`config.mk`:
```
export PLATFORM = sky130hd
export DESIGN_NAME = gdo_out_value
export DESIGN_NICKNAME = d
export VERILOG_FILES = /design/src/core/gdo_out_value.v
export VERILOG_INCLUDE_DIRS = /design/src /design/src/core
export SDC_FILE = /design/constraint.sdc
export NUM_CORES = 1
export LEC_CHECK = 0
export BUFFER_PORTS_ARGS = -buffer_cell sky130_fd_sc_hd__buf_2
export CORE_ASPECT_RATIO = 1.2
export CORE_MARGIN = 5
export CORE_UTILIZATION = 32
export DETAILED_ROUTE_END_ITERATION = 10
export HOLD_SLACK_MARGIN = 0.03
export PLACE_DENSITY_LB_ADDON = 0.1
export SLEW_MARGIN = 15
export SYNTH_ARGS = -nofsm -noshare
export SYNTH_HDL_FRONTEND = slang
export SYNTH_SLANG_ARGS = --single-unit
```
`constraint.sdc`:
```
create_clock -name mclk -period 1.9 [get_ports mclk]
set_input_delay 0.095 -clock mclk [delete_from_list [all_inputs] [get_ports mclk]]
set_output_delay 0.095 -clock mclk [all_outputs]
set_load 0.05 [all_outputs]
```
`src/core/gdo_consts.vh`:
```
/*
  constants for the gpio output-value register block: register offset,
  field positions, reset value and pin count.
  assumes inclusion by bare name from the design files under core/.
*/
`ifndef GDO_CONSTS_VH
`define GDO_CONSTS_VH

// ==========================================================
// register map
`define GDO_OUT_VALUE_OFFS   12'h00c
`define GDO_ADDR_W           12
`define GDO_NUM_PINS         9

// ==========================================================
// field positions
`define GDO_LANE0_VAL_LSB    0
`define GDO_LANE0_MSK_LSB    4
`define GDO_LANE1_VAL_LSB    8
`define GDO_LANE1_MSK_LSB    12
`define GDO_PIN8_VAL_BIT     16
`define GDO_PIN8_MSK_BIT     20
`define GDO_PINS_PER_LANE    4

// ==========================================================
// reset values
`define GDO_OUT_VALUE_RST    9'h000
`define GDO_RDATA_RST        32'h0000_0000

`endif

```
`src/core/gdo_out_value.v`:
```
/*
  gpio output-value register with per-pin write mask, on an apb slave,
  and the pin drive gating from external mux and direction settings.
  assumes: one clock mclk, synchronous active-low rst_n, apb master on the
  same clock; pin-mux and direction settings come from logic on mclk.
*/
// The APB slave port was chosen for this implementation.
`timescale 1ns/1ps
`include "gdo_consts.vh"

module gdo_out_value #(
  parameter NPINS = `GDO_NUM_PINS
) (
  input  wire                    mclk,
  input  wire                    rst_n,
  input  wire                    psel,
  input  wire                    penable,
  input  wire                    pwrite,
  input  wire [`GDO_ADDR_W-1:0]  paddr,
  input  wire [31:0]             pwdata,
  input  wire [3:0]              pstrb,
  output wire                    pready,
  output reg  [31:0]             prdata,
  output wire                    pslverr,
  input  wire [NPINS-1:0]        pin_gpio_sel,
  input  wire [NPINS-1:0]        pin_direction_bit,
  input  wire [NPINS-1:0]        pin_in,
  output wire [NPINS-1:0]        pin_out,
  output wire [NPINS-1:0]        pin_oe_n
);

  // ==========================================================
  // field location helpers
  // value bit position of pin p in the register word
  function integer val_pos;
    input integer p;
    begin
      if (p < `GDO_PINS_PER_LANE)
        val_pos = `GDO_LANE0_VAL_LSB + p;
      else if (p < 2 * `GDO_PINS_PER_LANE)
        val_pos = `GDO_LANE1_VAL_LSB + p - `GDO_PINS_PER_LANE;
      else
        val_pos = `GDO_PIN8_VAL_BIT;
    end
  endfunction

  // mask bit position; pin 6 takes bit 14 so pin 7 keeps bit 15
  function integer msk_pos;
    input integer p;
    begin
      if (p < `GDO_PINS_PER_LANE)
        msk_pos = `GDO_LANE0_MSK_LSB + p;
      else if (p < 2 * `GDO_PINS_PER_LANE)
        msk_pos = `GDO_LANE1_MSK_LSB + p - `GDO_PINS_PER_LANE;
      else
        msk_pos = `GDO_PIN8_MSK_BIT;
    end
  endfunction

  // ==========================================================
  // apb decode
  wire       hit      = (paddr == `GDO_OUT_VALUE_OFFS);
  wire       acc      = psel & penable;
  wire       wr_en    = acc & pwrite & hit;
  reg  [NPINS-1:0] out_q;
  reg  [NPINS-1:0] out_d;
  wire [31:0]      rd_word;

  // zero-wait slave; unmapped addresses read zero, writes dropped
  assign pready  = 1'b1;
  assign pslverr = 1'b0;

  genvar g;
  generate
    for (g = 0; g < NPINS; g = g + 1) begin : g_pin
      localparam integer VP = val_pos(g);
      localparam integer MP = msk_pos(g);
      // the byte strobe of each field's lane qualifies it too
      wire lane_ok = pstrb[VP / 8] & pstrb[MP / 8];
      always @* begin
        out_d[g] = out_q[g];
        if (wr_en && lane_ok && pwdata[MP])
          out_d[g] = pwdata[VP];
      end
      // masks not stored at all, so they read zero
      assign rd_word[VP] = out_q[g];
      // pin drive: gpio mode and direction zero (output)
      assign pin_out[g]  = out_q[g];
      assign pin_oe_n[g] = ~(pin_gpio_sel[g] & ~pin_direction_bit[g]);
    end
    // every non-value bit, masks and reserved, reads zero
    for (g = 0; g < 32; g = g + 1) begin : g_zero
      if (g != val_pos(0) && g != val_pos(1) && g != val_pos(2) && g != val_pos(3) &&
          g != val_pos(4) && g != val_pos(5) && g != val_pos(6) && g != val_pos(7) &&
          g != val_pos(8)) begin : g_z
        assign rd_word[g] = 1'b0;
      end
    end
  endgenerate

  // ==========================================================
  // registers
  always @(posedge mclk) begin
    if (!rst_n) begin
      out_q  <= `GDO_OUT_VALUE_RST;
      prdata <= `GDO_RDATA_RST;
    end else begin
      out_q <= out_d;
      // read data registered in setup cycle, valid in access phase
      if (psel && !penable && !pwrite && hit)
        prdata <= rd_word;
      else if (psel && !penable)
        prdata <= `GDO_RDATA_RST;
    end
  end

endmodule // gdo_out_value

```
==> impl_metrics.json <==
{
  "clk_latency_ps": 250,
  "final_core_util_pct": 45.0,
  "p_leak_uw": 0.000793,
  "cts_buffer_depth": 2,
  "core_area_um2": 3310,
  "cp-end-kind": "flop",
  "cts_buffers": 3,
  "drive_above_1_share_pct": 47.7,
  "yosysSeqAreaShare_pct": 33.3,
  "critPathSlowestCell": "or4_4",
  "cts_tree": "yes",
  "arrival_ps": 1650,
  "hpwl_um": 2450,
  "track_usage_pct": 11.5,
  "ff2ff_setup_slack_ps": 1140,
  "grt_pass1_vias": 1001,
  "hold_viol": 0,
  "setup_viol": 0,
  "path_cells": "buf_2 > or4_4 > nor4_4 > a21boi_0 > o21a_1",
  "fin_tns_setup_ps": 0,
  "drt_iter0_drc": 14,
  "min_period_over_period_pct": 79.0,
  "vias_per_cell": 4.45,
  "antenna_found_initial": 0,
  "fin_skew_ps": 0.522,
  "place_ws_ps": 103,
  "synthesis.area_um2": 1080,
  "cts_setup_buffers": 0,
  "multiInputGateArea_um2": 608,
  "clockRootBuffer": "clkbuf_8",
  "power.density_nw_per_um2": 620,
  "required_ps": 2050,
  "wl_um": 2860,
  "die_area_um2": 4650,
  "grt_pass1_wl_um": 4370,
  "num_rows": 23,
  "holdBufCountCts": 0,
  "yosysUniqueCellTypes": 21,
  "fin_nets": 278,
  "rsz0062_at_grt": "no",
  "critical_path_class": "primary input to flop",
  "placed_area_um2": 1430,
  "io_buffers": 82,
  "peakVddDrop_mv": 0.497,
  "cts.sinks": 18,
  "hold_path_class": "primary input to flop",
  "crit_path_max_incr_delay_ps": 590,
  "start_kind": "primary input",
  "htree_levels": 1,
  "fin_crit_ps": 1500,
  "initial_core_util_pct": 32.7,
  "cts.repair.resized": 0,
  "overflow": 0,
  "cts.reportedPaths.clkPinSlew_ps": 70,
  "setup_ws_ps": 399,
  "ys_ff_latch": 18,
  "post-route-drc-count": 0,
  "diodes": 0,
  "seqCellArea_um2": 360,
  "path_max_fanout": 8,
  "yosysWarningCount": 0,
  "die_w_um": 63.1,
  "syn_inst": 115,
  "status": "completed",
  "syn2layout_area_growth_pct": 37.6,
  "avgSynthCellArea_um2": 9.40,
  "dp.cells": 230,
  "dr.pass1.iters": 4,
  "gp_congestion": 0.648,
  "fp.dieH_um": 73.7,
  "fmax_mhz": 666,
  "ant_nets": 0,
  "stdcell_area_um2": 1490,
  "drv_cap": 0,
  "fin_cells": 234,
  "grt_max_degree": 20,
  "slew_viol_final": 0,
  "ioPinCount": 132,
  "num_vias": 1042,
  "fillCellCount": 347,
  "wl_per_cell_um": 12.2
}
cell usage in the layout, fill, tap and decap left out, types with 2 or more instances in the layout:
cell type / n
and3_1: 8
dfxtp_1: 18
conb_1: 25
nand2b_1: 10
nand3_1: 2
clkbuf_8: 4
a22oi_1: 9
nand2_1: 2
a21boi_0: 7
or4_4: 2
buf_2: 82
nor2b_1: 9
o21a_1: 8
nor4_4: 3
nand4_1: 2
layout make-up:
cell class              count  area share, %
flip-flops and latches     18           24.2
well taps                  37           3.11
repair buffers             83           28.1
multi-input cells          92           40.9
clock buffers               4           3.70
cells by family (layout without fill, tap and decap cells):
group	after synthesis	count (layout)	synth area share, %
flip-flops	18	18	33.3
AND/OR/NAND/NOR	41	41	29.3
other	2	25	0.695
buffers and inverters	28	87	18.4
multiplexers	1	1	0.926
AO/OA/AOI/OAI	25	25	17.4
state kept, by name, summed over array words and instances (netlist names):
name	flops
prdata	9
pin_out	9
Yosys cell counts (all sizes together):
master	number	area, um2
nand3	2	10.0
a22oi	9	67.6
mux2i	1	10.0
nand4bb	1	16.3
clkbuf	2	7.51
buf	26	191
and3	8	50.1
nand2b	10	62.6
a21boi	8	60.1
o21a	8	60.1
nand4	2	12.5
or4	2	22.5
nor4	4	70.1
nand2	2	7.51
nor2b	9	56.3
or3b	1	8.76
conb	2	7.51
dfxtp	18	360
metrics by stage:
stage | hold WS (ps) | total power, uW
after global placement | 346 | 624
after global routing | 109 | 963
after detailed placement | 356 | 625
after floorplan | 234 | 598
after CTS | 87.3 | 935
final | 92.0 | 923
final timing paths:
kind,start,to,cells after the start
min reg2reg,pin_out[8],pin_out[8],2
max,paddr[5],pin_out[5],5
min,pwdata[16],pin_out[8],3
max reg2reg,pin_out[5],pin_out[5],2
power by group:
part	internal [uW]	switching, uW	total (uW)
clock	184	121	305
sequential	377	0.00102	377
combinational	59.3	181	241
critical path, delay by kind of cell:
family,cells,cell delay (ps)
AO/OA/AOI/OAI,2,370
AND/OR/NAND/NOR,2,1080
buffers and inverters,1,90
metal layers:
metal,global-route usage (%),routed length (um),vias to the layer above
met5,0,0,-
met4,3.54,17,0
met3,4.89,382,2
met2,21.8,1510,60
met1,11.3,956,462
li1,-,-,518
Power figures use the tool's default switching activity.
